**src/shared/mol_defines.svh**
```systemverilog
// Constants for the measure output and logger control block
`ifndef MOL_DEFINES_SVH
`define MOL_DEFINES_SVH
`define MOL_CLK_HZ 40000000
`define MOL_SEND_MIN_MS 10
`define MOL_SEND_MAX_MS 3600000
`define MOL_GATE_STORE_MS 1
`define MOL_GATE_CYC ((`MOL_CLK_HZ / 1000) * `MOL_GATE_STORE_MS)
`define MOL_MS_CYC (`MOL_CLK_HZ / 1000)
`define MOL_OFF_HOLD_MS 3000
`define MOL_OFF_HOLD_CYC ((`MOL_CLK_HZ / 1000) * `MOL_OFF_HOLD_MS + 1)
`define MOL_PASSWORD 16'h9373
`define MOL_RATE_MIN 1
`define MOL_RATE_MAX 1000
`define MOL_SENSOR_MAX 9
`define MOL_RATE_RESET 10'd1
`endif

```
**src/shared/mol_pkg.sv**
```systemverilog
// Types for the measure output and logger control block
package mol_pkg;
   typedef enum logic [1:0] {
      MOL_SEND_OFF,
      MOL_SEND_MANUAL,
      MOL_SEND_PERIODIC,
      MOL_SEND_TRIGGER
   } mol_send_mode_type;
   typedef enum logic [2:0] {
      MOL_REC_OFF,
      MOL_REC_MANUAL,
      MOL_REC_AUTO,
      MOL_REC_EDGE,
      MOL_REC_GATED
   } mol_rec_mode_type;
   typedef struct packed {
      logic confirm;
      logic escape;
      logic up;
      logic down;
   } mol_keys_type;
   typedef struct packed {
      logic send_usb;
      logic send_rs232;
      logic store;
      logic readout;
      logic clear;
   } mol_cmd_type;
endpackage

```
**src/verilog/mol_control.sv**
```systemverilog
// Output and logger trigger control of a portable measuring indicator
`timescale 1ns/1ps
`default_nettype none
`include "mol_defines.svh"
module mol_control
   import mol_pkg::*;
#(
   parameter int OFF_HOLD_CYC = `MOL_OFF_HOLD_CYC,
   parameter int MS_CYC = `MOL_MS_CYC,
   parameter int AVG_W = 8
)
(
   // Clock and reset
   input wire logic clk,
   input wire logic rst,
   // Keys, one-cycle presses, plus escape held level
   input wire mol_keys_type key_press,
   input wire logic escape_level,
   // Trigger input, asynchronous pin
   input wire logic trigger_in,
   // Settings
   input wire mol_send_mode_type interface_output_mode,
   input wire logic [21:0] send_interval_ms,
   input wire logic port_select,
   input wire mol_rec_mode_type recorder_mode,
   input wire logic [21:0] store_interval_ms,
   input wire logic measuring,
   // Menu actions
   input wire logic recorder_readout,
   input wire logic recorder_clear,
   input wire logic rate_edit,
   input wire logic [9:0] rate_candidate,
   input wire logic [AVG_W-1:0] average_setting,
   input wire logic [3:0] sensor_request,
   input wire logic sensor_load,
   input wire logic [3:0] pass_digit,
   input wire logic pass_digit_valid,
   // Remote commands while measuring
   input wire logic remote_readout,
   input wire logic remote_clear,
   // Measurement source
   input wire logic sample_valid,
   // Outputs
   output mol_cmd_type cmd,
   output logic power_on,
   output logic adjust_unlocked,
   output logic [9:0] rate_active,
   output logic [AVG_W-1:0] average_count,
   output logic [3:0] sensor_set,
   output logic repeat_value
);
   initial
   begin
      if (MS_CYC < 1 || OFF_HOLD_CYC < 2 || AVG_W < 1)
         $error("mol_control: bad parameters");
   end

   logic trig_meta_reg, trig_sync_reg, trig_prev_reg;
   logic trig_rise, trig_fall;
   logic [31:0] ms_cnt_reg;
   logic ms_tick;
   logic [21:0] send_ms_reg, store_ms_reg;
   logic [31:0] gate_cnt_reg;
   logic gate_open_reg;
   logic [31:0] hold_cnt_reg;
   logic [1:0] readout_cnt_reg;
   logic clear_arm_reg;
   logic [1:0] pass_idx_reg;
   logic pass_ok_reg;
   logic fresh_reg;
   logic send_ev, store_ev;
   logic [3:0] pass_expect;

   // Trigger synchroniser and edge detect
   always_ff @(posedge clk or posedge rst)
   begin
      if (rst)
      begin
         trig_meta_reg <= 1'b0;
         trig_sync_reg <= 1'b0;
         trig_prev_reg <= 1'b0;
      end
      else
      begin
         trig_meta_reg <= trigger_in;
         trig_sync_reg <= trig_meta_reg;
         trig_prev_reg <= trig_sync_reg;
      end
   end
   assign trig_rise = trig_sync_reg & ~trig_prev_reg;
   assign trig_fall = ~trig_sync_reg & trig_prev_reg;

   // Millisecond tick
   always_ff @(posedge clk or posedge rst)
   begin
      if (rst)
         ms_cnt_reg <= 32'h0;
      else if (ms_tick)
         ms_cnt_reg <= 32'h0;
      else
         ms_cnt_reg <= ms_cnt_reg + 32'h1;
   end
   assign ms_tick = (ms_cnt_reg == 32'(MS_CYC - 1));

   // Periodic send interval, clamped to 10 ms .. 1 h
   always_ff @(posedge clk or posedge rst)
   begin
      if (rst)
         send_ms_reg <= 22'h0;
      else if (interface_output_mode != MOL_SEND_PERIODIC || !measuring)
         send_ms_reg <= 22'h0;
      else if (ms_tick)
      begin
         if (send_ms_reg + 22'h1 >= clamp_ms(send_interval_ms))
            send_ms_reg <= 22'h0;
         else
            send_ms_reg <= send_ms_reg + 22'h1;
      end
   end

   function automatic logic [21:0] clamp_ms(input logic [21:0] v);
      if (v < 22'(`MOL_SEND_MIN_MS))
         return 22'(`MOL_SEND_MIN_MS);
      else if (v > 22'(`MOL_SEND_MAX_MS))
         return 22'(`MOL_SEND_MAX_MS);
      else
         return v;
   endfunction

   // Automatic store interval
   always_ff @(posedge clk or posedge rst)
   begin
      if (rst)
         store_ms_reg <= 22'h0;
      else if (recorder_mode != MOL_REC_AUTO || !measuring)
         store_ms_reg <= 22'h0;
      else if (ms_tick)
      begin
         if (store_ms_reg + 22'h1 >= clamp_ms(store_interval_ms))
            store_ms_reg <= 22'h0;
         else
            store_ms_reg <= store_ms_reg + 22'h1;
      end
   end

   // Gated recording window
   always_ff @(posedge clk or posedge rst)
   begin
      if (rst)
         gate_open_reg <= 1'b0;
      else if (recorder_mode != MOL_REC_GATED || !measuring)
         gate_open_reg <= 1'b0;
      else if (trig_rise)
         gate_open_reg <= 1'b1;
      else if (trig_fall)
         gate_open_reg <= 1'b0;
   end

   always_ff @(posedge clk or posedge rst)
   begin
      if (rst)
         gate_cnt_reg <= 32'h0;
      else if (!gate_open_reg ||
         gate_cnt_reg == 32'(MS_CYC * `MOL_GATE_STORE_MS - 1))
         gate_cnt_reg <= 32'h0;
      else
         gate_cnt_reg <= gate_cnt_reg + 32'h1;
   end

   // Send decision; recorder settings take no part
   always_comb
   begin
      send_ev = 1'b0;
      if (measuring)
      begin
         unique case (interface_output_mode)
            MOL_SEND_OFF: send_ev = 1'b0;
            MOL_SEND_MANUAL: send_ev = key_press.confirm;
            MOL_SEND_PERIODIC: send_ev = ms_tick &&
               (send_ms_reg + 22'h1 >= clamp_ms(send_interval_ms));
            MOL_SEND_TRIGGER: send_ev = trig_rise;
         endcase
      end
   end

   // Store decision
   always_comb
   begin
      store_ev = 1'b0;
      if (measuring)
      begin
         unique case (recorder_mode)
            MOL_REC_OFF: store_ev = 1'b0;
            MOL_REC_MANUAL: store_ev = key_press.confirm;
            MOL_REC_AUTO: store_ev = ms_tick &&
               (store_ms_reg + 22'h1 >= clamp_ms(store_interval_ms));
            MOL_REC_EDGE: store_ev = trig_rise;
            MOL_REC_GATED: store_ev = gate_open_reg &&
               gate_cnt_reg == 32'(MS_CYC * `MOL_GATE_STORE_MS - 1);
            default: store_ev = 1'b0;
         endcase
      end
   end

   // Registered commands
   always_ff @(posedge clk or posedge rst)
   begin
      if (rst)
         cmd <= '0;
      else
      begin
         cmd.send_usb <= power_on & send_ev & port_select;
         cmd.send_rs232 <= power_on & send_ev & ~port_select;
         cmd.store <= power_on & store_ev;
         cmd.readout <= power_on & ((measuring & remote_readout) |
            (!measuring & recorder_readout & key_press.confirm &
            readout_cnt_reg == 2'd1));
         cmd.clear <= power_on & ((measuring & remote_clear) |
            (!measuring & recorder_clear & clear_arm_reg &
            key_press.confirm));
      end
   end

   // Readout needs two confirms, clear needs a confirmed query
   always_ff @(posedge clk or posedge rst)
   begin
      if (rst)
      begin
         readout_cnt_reg <= 2'd0;
         clear_arm_reg <= 1'b0;
      end
      else
      begin
         if (!recorder_readout || measuring || key_press.escape)
            readout_cnt_reg <= 2'd0;
         else if (key_press.confirm)
            readout_cnt_reg <= (readout_cnt_reg == 2'd1) ? 2'd0 : 2'd1;
         if (!recorder_clear || measuring || key_press.escape)
            clear_arm_reg <= 1'b0;
         else if (key_press.confirm)
            clear_arm_reg <= ~clear_arm_reg;
      end
   end

   // Power control by long escape and confirm
   always_ff @(posedge clk or posedge rst)
   begin
      if (rst)
      begin
         power_on <= 1'b0;
         hold_cnt_reg <= 32'h0;
      end
      else
      begin
         if (!power_on)
         begin
            hold_cnt_reg <= 32'h0;
            if (key_press.confirm)
               power_on <= 1'b1;
         end
         else if (!escape_level)
            hold_cnt_reg <= 32'h0;
         else if (hold_cnt_reg == 32'(OFF_HOLD_CYC - 1))
         begin
            power_on <= 1'b0;
            hold_cnt_reg <= 32'h0;
         end
         else
            hold_cnt_reg <= hold_cnt_reg + 32'h1;
      end
   end

   // Password digits entered most significant first
   assign pass_expect = 4'(`MOL_PASSWORD >> (4 * (3 - pass_idx_reg)));
   always_ff @(posedge clk or posedge rst)
   begin
      if (rst)
      begin
         pass_idx_reg <= 2'd0;
         pass_ok_reg <= 1'b1;
         adjust_unlocked <= 1'b0;
      end
      else if (!power_on)
      begin
         pass_idx_reg <= 2'd0;
         pass_ok_reg <= 1'b1;
         adjust_unlocked <= 1'b0;
      end
      else if (pass_digit_valid)
      begin
         pass_idx_reg <= pass_idx_reg + 2'd1;
         if (pass_idx_reg == 2'd3)
         begin
            adjust_unlocked <= pass_ok_reg && pass_digit == pass_expect;
            pass_ok_reg <= 1'b1;
         end
         else
            pass_ok_reg <= pass_ok_reg && pass_digit == pass_expect;
      end
   end

   // Rate, averaging and sensor selection
   always_ff @(posedge clk or posedge rst)
   begin
      if (rst)
      begin
         rate_active <= `MOL_RATE_RESET;
         average_count <= AVG_W'(1);
         sensor_set <= 4'h0;
      end
      else
      begin
         if (rate_edit && key_press.confirm &&
            rate_candidate >= 10'(`MOL_RATE_MIN) &&
            rate_candidate <= 10'(`MOL_RATE_MAX))
            rate_active <= rate_candidate;
         if (rate_edit && key_press.confirm && average_setting != '0)
            average_count <= average_setting;
         if (sensor_load && sensor_request <= 4'(`MOL_SENSOR_MAX))
            sensor_set <= sensor_request;
      end
   end

   // Marks output that repeats a value already sent
   always_ff @(posedge clk or posedge rst)
   begin
      if (rst)
      begin
         fresh_reg <= 1'b0;
         repeat_value <= 1'b0;
      end
      else
      begin
         if (send_ev)
         begin
            repeat_value <= ~(fresh_reg | sample_valid);
            fresh_reg <= 1'b0;
         end
         else if (sample_valid)
            fresh_reg <= 1'b1;
      end
   end
endmodule
`default_nettype wire
```
**config.mk**
```make
export PLATFORM = sky130hd
export DESIGN_NAME = mol_control
export DESIGN_NICKNAME = d
export VERILOG_FILES = /design/src/shared/mol_pkg.sv /design/src/verilog/mol_control.sv
export VERILOG_INCLUDE_DIRS = /design/src /design/src/shared
export SDC_FILE = /design/constraint.sdc
export NUM_CORES = 1
export LEC_CHECK = 0
export ABC_AREA = 1
export BUFFER_PORTS_ARGS = -buffer_cell sky130_fd_sc_hd__buf_4
export CORE_MARGIN = 3
export CORE_UTILIZATION = 30
export CTS_BUF_LIST = sky130_fd_sc_hd__clkbuf_4 sky130_fd_sc_hd__clkbuf_8
export CTS_CLUSTER_DIAMETER = 60
export DETAILED_ROUTE_END_ITERATION = 8
export GPL_ROUTABILITY_DRIVEN = 1
export PLACE_DENSITY = 0.47
export RECOVER_POWER = 50
export SYNTH_ARGS = -nofsm -noshare
export SYNTH_HDL_FRONTEND = slang
export SYNTH_SLANG_ARGS = --single-unit
```
**constraint.sdc**
```tcl
create_clock -name clk -period 7.13 [get_ports clk]
set_clock_uncertainty 0.15 [all_clocks]
set_input_delay 1.0695 -clock clk [delete_from_list [all_inputs] [get_ports clk]]
set_output_delay 1.0695 -clock clk [all_outputs]
set_load 0.005 [all_outputs]
```
== Word level (Yosys, flattened, before mapping) ==
Index checks and enable logic that the tools add are counted.

* Bitwise logic cells: 24
* Reductions and logical operators: 30
* Equality and inequality tests: 18
* Shift operators: 1
* Order comparisons: 11
* Muxes and demuxes: 49
* $add $sub $neg: 7

{| class="wikitable"
|+ Operators with widths
! operator !! count
|-
| 2-to-1 mux 22 bit || 18
|-
| 2-to-1 mux 32 bit || 5
|-
| adder 32 x 1 -> 32 bit, second input constant || 3
|-
| greater-or-equal comparator 22 bit || 4
|-
| == test 32 x 16 -> 1 bit, second input constant || 2
|-
| adder 22 x 1 -> 22 bit, second input constant || 2
|-
| greater-than comparator 22 bit, second input constant || 2
|-
| less-than comparator 22 x 4 -> 1 bit, second input constant || 2
|-
| == test 32 x 27 -> 1 bit, second input constant || 1
|-
| right shift 16 x 32 -> 4 bit, first input constant || 1
|-
| 2-to-1 mux 1 bit || 20
|-
| AND 1 bit || 16
|-
| greater-or-equal comparator 10 x 1 -> 1 bit, second input constant || 1
|-
| less-or-equal comparator 10 bit, second input constant || 1
|-
| nonzero test 2 bit || 5
|-
| logical AND 1 bit || 9
|-
| logical OR 1 bit || 8
|-
| 2-to-1 mux 2 bit || 4
|-
| case mux 1 bit (4 select lines) || 2
|-
| nonzero test 8 bit || 1
|-
| == test 2 bit, second input constant || 3
|-
| == test 3 x 2 -> 1 bit, second input constant || 2
|-
| NOT 1 bit || 5
|-
| == test 2 x 1 -> 1 bit, second input constant || 2
|-
| other kinds (15) || 21
|}

* Word-level logic and storage cells: 165
* Bits in registers: 181

== Depth between registers and ports, before layout ==
Gate-level depths: netlist (run 1).

* Word-level depth: 11
* Gate-level depth with buffers: 21
* Gate-level depth less buffers: 21

== Least setup slack after synthesis (run 1) ==
No wires, ideal clock.

* Path type: in2reg
* From: in store_interval_ms[16]
* To: reg store_ms_reg[4]
* Path slack: 3.557 ns
* Library setup time: 0.074 ns
* Arrival time: 3.349 ns
* Cell stages on the path: 17
* Cell sequence: or2_1 > nor4_1 > nand4_1 > nand2_1 > inv_2 > nor2_1 > ha_1 > a21oi_1 > nor2_1 > nor3_1 > nand2_1 > nand2_1 > inv_1 > nor2_2 > nand2_4 > buf_6 > o21ai_2

* Longest elaborated chain between the ends: 9
* Elaborated cells on any way between the ends: 10
* Classes of those cells: order compare (3); mux (7)

{| class="wikitable"
|+ RTL lines
! what !! RTL line !! RTL
|-
| from (decl) || mol_control.sv:26 || <nowiki>input wire logic [21:0] store_interval_ms,</nowiki>
|-
| greater-than comparator 22 bit || mol_control.sv:124 || <nowiki>else if (v > 22'(`MOL_SEND_MAX_MS))</nowiki>
|-
| 2-to-1 mux 22 bit || mol_control.sv:124 ||
|-
| 2-to-1 mux 22 bit * || - ||
|-
| 2-to-1 mux 22 bit * || mol_control.sv:137 || <nowiki>else if (ms_tick)</nowiki>
|-
| 2-to-1 mux 22 bit * || mol_control.sv:135 || <nowiki>else if (recorder_mode != MOL_REC_AUTO || !measuring)</nowiki>
|-
| greater-or-equal comparator 22 bit * || mol_control.sv:139 || <nowiki>if (store_ms_reg + 22'h1 >= clamp_ms(store_interval_ms))</nowiki>
|-
| 2-to-1 mux 22 bit * || mol_control.sv:139 ||
|-
| 2-to-1 mux 22 bit * || mol_control.sv:137 ||
|-
| 2-to-1 mux 22 bit * || mol_control.sv:135 ||
|-
| to (signal assigned) || mol_control.sv:142 || <nowiki>store_ms_reg <= store_ms_reg + 22'h1;</nowiki>
|-
| to (decl) || mol_control.sv:62 || <nowiki>logic [21:0] send_ms_reg, store_ms_reg;</nowiki>
|}

Every way passes the cells marked *; elsewhere a longest branch is shown, timed or not. The select of a mux whose other input is x is not followed.
A chain may end at the register's enable or synchronous reset.

== Worst setup path after layout (run 1) ==
* From: in send_interval_ms[16]
* To: reg send_ms_reg[11]

* Longest elaborated chain between the ends: 9
* Elaborated cells on any way between the ends: 10
* Classes of those cells: order compare (3); mux (7)

{| class="wikitable"
|+ RTL lines
! what !! RTL line !! RTL
|-
| from (decl) || mol_control.sv:23 || <nowiki>input wire logic [21:0] send_interval_ms,</nowiki>
|-
| greater-than comparator 22 bit || mol_control.sv:124 ||
|-
| 2-to-1 mux 22 bit || mol_control.sv:124 ||
|-
| 2-to-1 mux 22 bit * || mol_control.sv:122 || <nowiki>if (v < 22'(`MOL_SEND_MIN_MS))</nowiki>
|-
| 2-to-1 mux 22 bit * || mol_control.sv:112 || <nowiki>else if (ms_tick)</nowiki>
|-
| 2-to-1 mux 22 bit * || mol_control.sv:110 || <nowiki>else if (interface_output_mode != MOL_SEND_PERIODIC || !measuring)</nowiki>
|-
| greater-or-equal comparator 22 bit * || mol_control.sv:114 || <nowiki>if (send_ms_reg + 22'h1 >= clamp_ms(send_interval_ms))</nowiki>
|-
| 2-to-1 mux 22 bit * || mol_control.sv:114 ||
|-
| 2-to-1 mux 22 bit * || mol_control.sv:112 ||
|-
| 2-to-1 mux 22 bit * || mol_control.sv:110 ||
|-
| to (signal assigned) || mol_control.sv:117 || <nowiki>send_ms_reg <= send_ms_reg + 22'h1;</nowiki>
|-
| to (decl) || mol_control.sv:62 ||
|}

Marked as above.

==> out/results.md, run 1 <==
## Floorplan
- **Row Count** 71
- **floorplan die area** 0.0416 mm2
- **overall die height** 204 um
- **Horiz. Die Dim** 204 um
- **number of I/O pins** 123
- **core box area** 0.0381 mm2
- **initial standard-cell utilization of the core** 30.8%

## Clocking
- **number of buffers created by CTS** 17
- **source-to-sink clock delay at the later pin of the worst-skew pair** 490 ps
- **Post-CTS Hold Fix Bufs** 0
- **count of instances resized after the clock tree is built** 0
- **H-tree levels** 4
- **root buffer selected by CTS** clkbuf_8
- **number of clock sinks seen by CTS** 180
- **TritonCTS clock tree** yes
- **count of buffers added by post-CTS timing repair for setup** 0
- **clock transition at the registers of the reported paths** 110 ps
- **maximum clock insertion buffer count** 2

## Final layout
- **post-layout net count** 1,897
- **fraction of final layout cells sized beyond drive strength 1** 10.9%
- **Final Util** 35.7%
- **final instance area** 0.0136 mm2
- **number of inserted diodes** 0
- **area overhead of the layout relative to synthesis** 15.8%

## Critical path
- **category of the worst setup path launch point** input port
- **kind of cell adding the most delay to the critical path** simple AND/OR/NAND/NOR gates
- **cells along the critical path** buf_4 > or2_1 > nor4_1 > nand4_1 > nand2_1 > inv_2 > nor2_1 > ha_1 > nand2_1 > inv_1 > nand2_1 > nand2_1 > nand2_1 > nand2_1 > nand2_1 > nand3_1 > nor2_2 > nand2_1 > o21ai_1
- **WP data arrival** 4380 ps
- **data required time of the worst path** 7370 ps
- **depth of the worst register-to-register path** 18
- **delay of the slowest cell on the worst path** 780 ps
- **type of the worst setup path** input port to flip-flop
- **crit end category** flip-flop
- **Max stage delay cell, worst path** nor2_2
- **critical path peak fanout** 22
- **number of buffers and inverters on the critical path** 3
- **cell repeated most along the worst path** nand2_1
- **path length in cells of the critical path** 19

## Logic synthesis
- **average instance area after synthesis** 7.22 um2
- **Synth warnings** 0
- **post-synthesis cell type count** 47
- **register area share after synthesis** 38.4%
- **syn_nets** 1,776
- **summed instance area of the synthesized netlist** 0.0118 mm2
- **post-synthesis instance total** 1,628
- **number of synthesized register bits** 180

## STA
- **unrepaired setup endpoints after global routing** false
- **worst slack on hold paths** 204 ps
- **worst slew slack as a fraction of its limit** -105%
- **max-slew violation total from the final report** 141
- **post-route setup TNS** 0 ps
- **Final Setup Violations** 0
- **time the worst path needs with I/O delays and setup** 4140 ps
- **Max Fclk** 242 MHz
- **Slew @ Worst Pin** 3070 ps
- **total count of hold-check failures in the final report** 0
- **final worst path period share** 58.0%

## Routing
- **vias per std cell** 4.65
- **first-pass iteration count of the detailed router** 5
- **total number of vias** 10.6k
- **number of nets still failing antenna checks after routing** 0
- **total DRC errors in the routed layout** 0
- **routed wirelength normalized by instance count** 13.7 um
- **DRT iter0 DRCs** 650
- **post-detailed-routing wire length** 31,100 um

## Global route
- **vias in the first global route** 10.2k
- **total overflow reported by the global router** 0
- **first-pass GRT wire length** 51,900 um
- **antenna violations before repair** 0
- **pin count of the biggest net entering global routing** 141
- **overall track demand over capacity in global routing** 15.2%

## Pwr
- **Power Density** 153 mW/mm2
- **maximum VDD drop** 0.113 mV
- **overall power consumption** 2.09 mW
- **leakage power** 6.52 nW

## Outcome
- **result of the run** finished, violations left
- **violations in the final reports** max-capacitance violations, max-slew violations

## Placement
- **Detailed Place HPWL** 24,000 um
- **number of buffers inserted by port buffering** 120
- **routability cong.** 0.874
- **placed inst area** 0.0132 mm2

## Hold path
- **Worst Hold Path Cells** 0
- **path class of the lowest-slack min-delay path** flip-flop to flip-flop

## Flow run
- **max-cap check violation count** 1

==> stage by stage <==
stage / cells / setup slack [ps]
detailed placement: 2241 / 2520
global placement: 2241 / 2550
global route: 2273 / 2670
finish: 2273 / 2990
floorplan: 1628 / 1030
CTS: 2273 / 3060
==> layer usage <==
metal  up-vias  share of wire [%]  track usage (%)
met4         0                1.2             3.59
met3        18                4.8             3.31
met1      4920                 49             21.2
met2       169                 45             24.2
met5         -                  0                0
li1       5470                  -                -
==> kinds of logic (layout without fill, tap and decap cells) <==
kind of cell	Yosys count	count (layout)	share of synthesized area, %
fa+ha+maj	55	55	5.86
buf+inv	288	422	9.41
compound gates	151	151	7.20
flops	180	180	38.4
xor+xnor	88	88	6.56
simple gates	866	866	32.6
==> worst reg2reg max path, delay by kind of cell (launching register included) <==
family,cells,cell delay (ps)
compound gates,2,290
fa+ha+maj,1,300
flops,1,440
simple gates,15,2570
==> layout make-up <==
cell class                      instances  area [um2]
Clock buffer                           19         249
Fill cell                            4067       24500
Clock inverter                         13         196
Inverter                              268        1010
Sequential cell                       180        4510
Timing Repair Buffer                  122         908
Tap cell                              511         639
Multi-Input combinational cell       1160        6100
==> Yosys cell counts, drive strengths merged <==
master   number  share of area (%)
nand3b        4               0.26
a31oi         2               0.11
nor3         97                4.4
and2          1              0.053
a211oi        5               0.32
dfrtp       177                 38
o31ai         1              0.064
buf           7               0.39
o22ai         1              0.053
o211ai        1              0.064
a21o          1              0.064
nand3        94                4.1
nor2        236                7.8
a2111oi       1              0.075
xor2         70                5.2
ha           55                5.9
nand2       347                 11
o2111ai       1              0.075
and3          2               0.11
clkinv        1              0.075
or2           6               0.32
nor3b         4               0.26
xnor2        18                1.3
nor4         20                1.1
clkbuf       13               0.42
nand4        55                2.9
o21ai        88                4.1
o21a          1              0.064
o2111a        1              0.096
a21oi        43                1.8
inv         267                8.5
dfstp         3               0.67
o21bai        5               0.32
==> where the power goes <==
group | switching (mW) | total (mW) | internal (mW)
clock | 0.413 | 0.810 | 0.397
sequential | 0.0165 | 1.07 | 1.05
combinational | 0.118 | 0.211 | 0.0928
==> placed cells by master (no fill, tap or decap), types with 17 or more instances in the layout <==
master	Yosys	layout
a21oi_1	43	43
buf_4	2	117
clkbuf_8	0	17
dfrtp_1	177	177
ha_1	55	55
inv_1	259	259
nand2_1	344	345
nand3_1	93	94
nand4_1	55	55
nor2_1	228	229
nor3_1	93	93
nor4_1	19	19
o21ai_0	68	69
xnor2_1	18	18
xor2_1	70	70
==> path summary, 6_finish.rpt <==
| kind | end | slack, ps | startpoint |
|---|---|---|---|
| max | send_ms_reg[11]$_DFFE_PP0P_ | 2990 | send_interval_ms[16] |
| min | trig_sync_reg$_DFF_PP0_ | 200 | trig_meta_reg$_DFF_PP0_ |
| max reg2reg | send_ms_reg[11]$_DFFE_PP0P_ | 3290 | send_ms_reg[0]$_DFFE_PP0P_ |
| min reg2reg | trig_sync_reg$_DFF_PP0_ | 200 | trig_meta_reg$_DFF_PP0_ |
| max in group asynchronous | cmd[3]$_DFF_PP0_ | 3670 | rst |
| min in group asynchronous | pass_idx_reg[1]$_DFFE_PP0P_ | 1420 | rst |
No activity file was read; power rests on OpenSTA's default activity.
==> run 2, diff against run 1 <==
- ABC_AREA: 1 -> 0
- PLACE_DENSITY: 0.47 -> 0.48
- clock period: 7.13 -> 4.3 ns (I/O delays scaled with it)
==> run 2 against run 1 <==
Net effect: the flow still finishes with violations (max-capacitance violations, max-slew violations); utilization increased by 0.43 points; area after synthesis decreased by 9.2%; count of clock-buffer cells in the layout decreased by 2; die area decreased by 8.9%; final area decreased by 7.6%; sequential share of layout area increased by 2.7 points; critical path type is now flip-flop to flip-flop; largest power group unchanged; highest routed layer unchanged.
==> out/results.md, run 2 <==
## Critical path
- **cells along the critical path** nand4_1 > or4_1 > nor3_1 > xnor2_1 > ha_1 > nand3_1 > a2111oi_1 > nand2_1 > a21oi_2 > mux2_2, was buf_4 > or2_1 > nor4_1 > nand4_1 > nand2_1 > inv_2 > nor2_1 > ha_1 > nand2_1 > inv_1 > nand2_1 > nand2_1 > nand2_1 > nand2_1 > nand2_1 > nand3_1 > nor2_2 > nand2_1 > o21ai_1
- **Max stage delay cell, worst path** or4_1, was nor2_2
- **kind of cell adding the most delay to the critical path** simple AND/OR/NAND/NOR gates, unchanged
- **launching point of the worst reg2reg path** send_ms_reg[3]$_DFFE_PP0P_, was send_ms_reg[0]$_DFFE_PP0P_
- **crit end category** flip-flop, unchanged
- **path length in cells of the critical path** 10, was 19
- **depth of the worst register-to-register path** 10, was 18
- **delay of the slowest cell on the worst path** 640 ps, was 780 ps
- **WP data arrival** 4130 ps, was 4380 ps
- **number of buffers and inverters on the critical path** 0, was 3
- **type of the worst setup path** flip-flop to flip-flop, was input port to flip-flop
- **data required time of the worst path** 4530 ps, was 7370 ps
- **category of the worst setup path launch point** flip-flop, was input port
- **RR Endpoint** repeat_value$_DFFE_PP0P_, was send_ms_reg[11]$_DFFE_PP0P_
- **critical path peak fanout** 8, was 22
- **reg-to-reg slack, setup** 390 ps, was 3290 ps
- **start point of the critical path** send_ms_reg[3]$_DFFE_PP0P_, was send_interval_ms[16]
- **worst setup path endpoint** repeat_value$_DFFE_PP0P_, was send_ms_reg[11]$_DFFE_PP0P_

## Clocking
- **maximum clock insertion buffer count** 2, unchanged
- **number of clock sinks seen by CTS** 180, unchanged
- **clock transition at the registers of the reported paths** 110 ps, about the same
- **root buffer selected by CTS** clkbuf_8, unchanged
- **TritonCTS clock tree** yes, unchanged
- **H-tree levels** 4, unchanged
- **source-to-sink clock delay at the later pin of the worst-skew pair** 480 ps, was 490 ps
- **Post-CTS Hold Fix Bufs** 0, unchanged
- **number of buffers created by CTS** 17, unchanged

## Pwr
- **Power Density** 270 mW/mm2, was 153 mW/mm2
- **Seq pwr share** 52.7%, was 51.1%
- **Clock power frac** 36.1%, was 38.8%
- **cell internal power dissipation** 2.43 mW, was 1.54 mW
- **overall power consumption** 3.39 mW, was 2.09 mW
- **Sw Share** 28.2%, was 26.2%
- **combinational cell fraction of total power** 11.3%, was 10.1%
- **leakage power** 5.42 nW, was 6.52 nW
- **maximum VDD drop** 0.193 mV, was 0.113 mV
- **Net Sw Power** 958 uW, was 547 uW

## Final layout
- **fraction of final layout cells sized beyond drive strength 1** 16.4%, was 10.9%
- **multi-input combinational cell area** 0.00587 mm2, was 0.00610 mm2
- **Final Util** 36.1%, was 35.7%
- **area overhead of the layout relative to synthesis** 17.9%, was 15.8%
- **commonest cells after routing, fill and taps aside** dfrtp_1, nor2_1, buf_4, nand2_1, nand4_1, was nand2_1, inv_1, nor2_1, dfrtp_1, buf_4
- **post-layout net count** 1,442, was 1,897
- **count of fill cells added during filler insertion** 3,577, was 4,067
- **most common library cell in the layout ignoring fill and taps** dfrtp_1, was nand2_1
- **number of cells in the finished layout apart from fillers** 1,762, was 2,273
- **combined flip-flop and latch cell area** 0.00451 mm2, unchanged
- **final instance area** 0.0126 mm2, was 0.0136 mm2
- **number of inserted diodes** 0, unchanged

## Routing
- **total DRC errors in the routed layout** 0, unchanged
- **post-detailed-routing wire length** 27,100 um, was 31,100 um
- **vias per std cell** 5.00, was 4.65
- **routed wirelength normalized by instance count** 15.4 um, was 13.7 um
- **first-pass iteration count of the detailed router** 5, unchanged
- **DRT iter0 DRCs** 441, was 650
- **number of nets still failing antenna checks after routing** 0, unchanged
- **total number of vias** 8,815, was 10.6k

## Floorplan
- **number of I/O pins** 123, unchanged
- **Horiz. Die Dim** 195 um, was 204 um
- **overall die height** 195 um, was 204 um
- **Row Count** 68, was 71
- **initial standard-cell utilization of the core** 30.7%, was 30.8%
- **floorplan die area** 0.0379 mm2, was 0.0416 mm2
- **core box area** 0.0348 mm2, was 0.0381 mm2

## Global route
- **first-pass GRT wire length** 45,200 um, was 51,900 um
- **vias in the first global route** 8,855, was 10.2k
- **pin count of the biggest net entering global routing** 48, was 141
- **total overflow reported by the global router** 0, unchanged
- **overall track demand over capacity in global routing** 14.4%, was 15.2%
- **antenna violations before repair** 0, unchanged

## Logic synthesis
- **summed instance area of the synthesized netlist** 0.0107 mm2, was 0.0118 mm2
- **share of async-settable or async-resettable flops after synthesis** 100%, unchanged
- **number of synthesized register bits** 180, unchanged
- **prevailing post-synth register cell** dfrtp_1, unchanged
- **syn_nets** 1,318, was 1,776
- **post-synth top area share** 41.5%, was 37.7%
- **Synth warnings** 0, unchanged
- **post-synthesis instance total** 1,170, was 1,628
- **Area contributors post-synth** dfrtp_1, ha_1, xnor2_1, was dfrtp_1, nand2_1, inv_1
- **post-synthesis cell type count** 64, was 47
- **EDFF count, synth** 0, unchanged
- **cell type with the highest aggregate area in the netlist** dfrtp_1, unchanged
- **register area share after synthesis** 42.2%, was 38.4%
- **leading cell type by number of instances after synthesis** dfrtp_1, was nand2_1
- **average instance area after synthesis** 9.12 um2, was 7.22 um2
- **most frequent cells after synthesis** dfrtp_1, nor2_1, nand2_1, nand4_1, xnor2_1, was nand2_1, inv_1, nor2_1, dfrtp_1

## Outcome
- **violations in the final reports** max-capacitance violations, max-slew violations, unchanged
- **result of the run** finished, violations left, unchanged

## STA
- **Slew @ Worst Pin** 2130 ps, was 3070 ps
- **total count of hold-check failures in the final report** 0, unchanged
- **worst slew slack as a fraction of its limit** -42.5%, was -105%
- **Final Setup Violations** 0, unchanged
- **final worst path period share** 90.8%
- **max-slew violation total from the final report** 124, was 141
- **unrepaired setup endpoints after global routing** false, unchanged
- **time the worst path needs with I/O delays and setup** 3910 ps
- **worst slack on hold paths** 150 ps, was 204 ps
- **Max Fclk** 256 MHz

## Hold path
- **path class of the lowest-slack min-delay path** input port to flip-flop, was flip-flop to flip-flop

## Placement
- **Detailed Place HPWL** 20,000 um, was 24,000 um
- **placed inst area** 0.0122 mm2, was 0.0132 mm2
- **routability cong.** 0.761, was 0.874
- **number of buffers inserted by port buffering** 120, unchanged
- **number of placed cells counting well taps** 1,730, was 2,241

## Flow run
- **max-cap check violation count** 3, was 1

[run 2: changes by cell type in the layout (fill, tap and decap cells not counted), sizes merged, moves of 14 or more]
cell   before  now
nor2      236  143
mux2        0   20
nand4      55   79
nand3      94   54
xnor2      18   68
nor3       97   22
and3        2   31
and2        1   15
nand2     347  117
a21oi      43   66
buf       117  136
o21ai      88   21
inv       271   43
nor4       20   43
[run 2: worst min-delay path by stage]
stage | depth (start not counted) | start | endpoint
after floorplan | 0 | trig_meta_reg$_DFF_PP0_ | trig_sync_reg$_DFF_PP0_
after global placement | 0 | trig_meta_reg$_DFF_PP0_ | trig_sync_reg$_DFF_PP0_
after detailed placement | 0 | trig_meta_reg$_DFF_PP0_ | trig_sync_reg$_DFF_PP0_
after CTS | 1 | trigger_in | trig_meta_reg$_DFF_PP0_
after global routing | 1 | trigger_in | trig_meta_reg$_DFF_PP0_
final | 1 | trigger_in | trig_meta_reg$_DFF_PP0_
[run 2: layout make-up]
cell class	count	share of cell area [%]
clock buffer	17	1.86
clock inverter	15	1.45
inverter	36	1.08
multi-input combinational	913	46.7
sequential	180	35.8
tap	455	4.53
timing repair buffer	146	8.55
[run 2: layer usage]
| metal | global-route usage [%] | vias to the layer above | share of wire [%] |
|---|---|---|---|
| met5 | 0 | - | 0 |
| met4 | 3.96 | 0 | 1.5 |
| met3 | 2.70 | 23 | 3.5 |
| met2 | 23.6 | 145 | 46 |
| met1 | 19.6 | 4222 | 49 |
| li1 | - | 4425 | - |
[run 2: kinds of logic after synthesis]
family	Yosys count	share of synthesized area (%)
AND/OR/NAND/NOR	562	27.0
flip-flops	180	42.2
AO/OA/AOI/OAI	141	8.18
XOR/XNOR	131	10.8
buffers and inverters	77	2.92
adder cells (fa/ha/maj)	55	6.45
multiplexers	24	2.49
[run 2: what timing repair did]
item	CTS	global route
gates resized for setup	0	2
setup endpoints to repair	0	4
setup buffers	0	0
[run 2: per-stage QoR]
step           worst slack (ps)  TNS [ps]
2_1_floorplan               505         0
3_3_place_gp                116         0
3_5_place_dp              -1.88     -1.88
4_1_cts                     134         0
5_1_grt                    58.4         0
6_report                    395         0
[run 2: power by group through the flow]
stage	registers, mW	logic, mW	clock network, mW
2_1_floorplan	1.81	0.196	0
5_1_grt	1.80	0.438	1.34
3_3_place_gp	1.82	0.396	0
6_report	1.79	0.383	1.22
4_1_cts	1.79	0.399	1.28
3_5_place_dp	1.82	0.398	0
==> run 3, diff against run 2 <==
- ABC_CLOCK_PERIOD_IN_PS: not set -> 4300
- PLACE_DENSITY: 0.48 -> not set
==> run 3 against run 2 <==
Net effect: the run still ends with max-capacitance violations, max-slew violations left; combinational power about the same; wire length decreased by 4.3%; worst hold slack worse by 21 ps; worst setup slack lost 97 ps; sequential power about the same; largest cell class unchanged.
==> out/results.md, run 3 (synthesized netlist as in run 2, its figures left out) <==
## Critical path
- **data required time of the worst path** 4510 ps, was 4530 ps
- **cells along the critical path** nand4_1 > nor4_1 > buf_4 > nand4_1 > xnor2_1 > ha_1 > and4_1 > nand2_1 > a2111oi_1 > nand2_1 > a21oi_1 > mux2_2, was nand4_1 > or4_1 > nor3_1 > xnor2_1 > ha_1 > nand3_1 > a2111oi_1 > nand2_1 > a21oi_2 > mux2_2
- **category of the worst setup path launch point** flip-flop, unchanged
- **type of the worst setup path** flip-flop to flip-flop, unchanged
- **reg-to-reg slack, setup** 300 ps, was 390 ps
- **crit end category** flip-flop, unchanged
- **delay of the slowest cell on the worst path** 490 ps, was 640 ps
- **depth of the worst register-to-register path** 12, was 10
- **RR Endpoint** repeat_value$_DFFE_PP0P_, unchanged
- **critical path peak fanout** 8, unchanged
- **launching point of the worst reg2reg path** send_ms_reg[2]$_DFFE_PP0P_, was send_ms_reg[3]$_DFFE_PP0P_
- **Max stage delay cell, worst path** dfrtp_1, was or4_1
- **WP data arrival** 4210 ps, was 4130 ps

## Routing
- **post-detailed-routing wire length** 25,900 um, was 27,100 um
- **routed wirelength normalized by instance count** 14.7 um, was 15.4 um
- **total DRC errors in the routed layout** 0, unchanged
- **first-pass iteration count of the detailed router** 5, unchanged
- **total number of vias** 8,915, was 8,815
- **number of nets still failing antenna checks after routing** 0, unchanged
- **DRT iter0 DRCs** 621, was 441
- **vias per std cell** 5.07, was 5.00

## Global route
- **vias in the first global route** 8,799, was 8,855
- **antenna violations before repair** 1, was 0
- **total overflow reported by the global router** 0, unchanged
- **met3 Use GR** 3.17%, was 2.70%
- **GR peak layer** met2, unchanged
- **pin count of the biggest net entering global routing** 64, was 48
- **first-pass GRT wire length** 43,500 um, was 45,200 um
- **met2 Resource Use GR** 20.7%, was 23.6%
- **met1 usage** 19.5%, was 19.6%
- **overall track demand over capacity in global routing** 13.6%, was 14.4%

## Hold path
- **terminating pin of the worst hold path** trig_meta_reg$_DFF_PP0_, unchanged
- **Worst Hold Path Cells** 1, unchanged
- **path class of the lowest-slack min-delay path** input port to flip-flop, unchanged
- **Hold Path Origin** trigger_in, unchanged

## Pwr
- **leakage power** 5.39 nW, was 5.42 nW
- **maximum VDD drop** 0.195 mV, was 0.193 mV
- **Power Density** 267 mW/mm2, was 270 mW/mm2

## Final layout
- **commonest cells after routing, fill and taps aside** dfrtp_1, nor2_1, buf_4, nand2_1, nand4_1, unchanged
- **final instance area** 0.0125 mm2, was 0.0126 mm2
- **area overhead of the layout relative to synthesis** 17.2%, was 17.9%
- **combined flip-flop and latch cell area** 0.00451 mm2, unchanged
- **fraction of final layout cells sized beyond drive strength 1** 16.2%, was 16.4%
- **multi-input combinational cell area** 0.00587 mm2, about the same
- **post-layout net count** 1,437, was 1,442
- **count of fill cells added during filler insertion** 3,543, was 3,577
- **most common library cell in the layout ignoring fill and taps** dfrtp_1, unchanged

## Placement
- **placed inst area** 0.0122 mm2, about the same
- **routability cong.** 0.797, was 0.761
- **Detailed Place HPWL** 19,000 um, was 20,000 um
- **number of buffers inserted by port buffering** 120, unchanged

## STA
- **max-slew violation total from the final report** 138, was 124
- **post-route setup TNS** 0 ps, unchanged
- **time the worst path needs with I/O delays and setup** 4000 ps, was 3910 ps
- **worst slew slack as a fraction of its limit** -21.6%, was -42.5%
- **unrepaired setup endpoints after global routing** false, unchanged
- **Final Setup Violations** 0, unchanged
- **Max Fclk** 250 MHz, was 256 MHz
- **final worst path period share** 93.1%, was 90.8%
- **total count of hold-check failures in the final report** 0, unchanged
- **Slew @ Worst Pin** 1810 ps, was 2130 ps

## Floorplan
- **core box area** 0.0348 mm2, unchanged
- **floorplan die area** 0.0379 mm2, unchanged
- **number of I/O pins** 123, unchanged
- **Row Count** 68, unchanged
- **initial standard-cell utilization of the core** 30.7%, unchanged
- **Horiz. Die Dim** 195 um, unchanged
- **overall die height** 195 um, unchanged

## Clocking
- **Post-CTS Hold Fix Bufs** 0, unchanged
- **count of buffers added by post-CTS timing repair for setup** 0, unchanged
- **maximum clock insertion buffer count** 2, unchanged
- **source-to-sink clock delay at the later pin of the worst-skew pair** 480 ps, about the same
- **clock transition at the registers of the reported paths** 110 ps, about the same
- **root buffer selected by CTS** clkbuf_8, unchanged
- **number of buffers created by CTS** 17, unchanged
- **TritonCTS clock tree** yes, unchanged
- **number of clock sinks seen by CTS** 180, unchanged
- **H-tree levels** 4, unchanged

## Outcome
- **result of the run** finished, violations left, unchanged
- **violations in the final reports** max-capacitance violations, max-slew violations, unchanged

## Flow run
- **max-cap check violation count** 3, unchanged

-- run 3: final cells by class --
class | count | area share [%]
Antenna cell | 1 | 0.0200
Clock buffer | 18 | 1.93
Clock inverter | 14 | 1.19
Inverter | 36 | 1.09
Multi-Input combinational cell | 913 | 46.9
Sequential cell | 180 | 36.0
Tap cell | 455 | 4.55
Timing Repair Buffer | 141 | 8.30
-- run 3: repair_timing --
item,in CTS,in global routing
endpoints found under the setup margin,0,3
endpoints found under the hold margin,0,0
resized for setup,0,1
-- run 3: per-layer routing --
| layer | part of all wire [%] | up-vias |
|---|---|---|
| met2 | 45 | 173 |
| li1 | - | 4414 |
| met3 | 4.7 | 19 |
| met5 | 0 | - |
| met4 | 1.3 | 0 |
| met1 | 49 | 4309 |
-- run 3: where the power goes --
group	internal, mW	total (mW)	switching [mW]	leakage (nW)
Sequential	1.75	1.79	0.0374	2.42
Combinational	0.187	0.380	0.193	2.77
Clock	0.483	1.18	0.694	0.190
Total	2.42	3.34	0.924	5.39
-- run 3: worst max-delay path by stage --
| stage | startpoint | end | cells past startpoint |
|---|---|---|---|
| floorplan | send_ms_reg[0]$_DFFE_PP0P_ | repeat_value$_DFFE_PP0P_ | 13 |
| global placement | send_interval_ms[8] | repeat_value$_DFFE_PP0P_ | 13 |
| detailed placement | store_interval_ms[8] | store_ms_reg[3]$_DFFE_PP0P_ | 13 |
| CTS | send_ms_reg[3]$_DFFE_PP0P_ | repeat_value$_DFFE_PP0P_ | 12 |
| global route | send_ms_reg[1]$_DFFE_PP0P_ | repeat_value$_DFFE_PP0P_ | 13 |
| finish | send_ms_reg[2]$_DFFE_PP0P_ | repeat_value$_DFFE_PP0P_ | 12 |
-- run 3: metrics by stage --
| stage | hold slack [ps] | worst slack, ps | total power [mW] | cells | util [%] |
|---|---|---|---|---|---|
| CTS | 73.0 | 266 | 3.40 | 1757 | 36.1 |
| global placement | 183 | 286 | 2.20 | 1725 | 35.0 |
| floorplan | 181 | 505 | 2.01 | 1170 | - |
| global route | 88.8 | 30.9 | 3.52 | 1757 | 36.0 |
| finish | 129 | 297 | 3.34 | 1758 | 36.0 |
| detailed placement | 195 | 250 | 2.21 | 1725 | 35.0 |
-- run 3: worst max-delay path, delay by kind of cell, from the launching register on --
kind / cells / cell delay, ps
AO/OA/AOI/OAI: 2 / 750
multiplexers: 1 / 370
AND/OR/NAND/NOR: 6 / 1400
adder cells (fa/ha/maj): 1 / 310
flip-flops: 1 / 490
buffers and inverters: 1 / 210
XOR/XNOR: 1 / 190
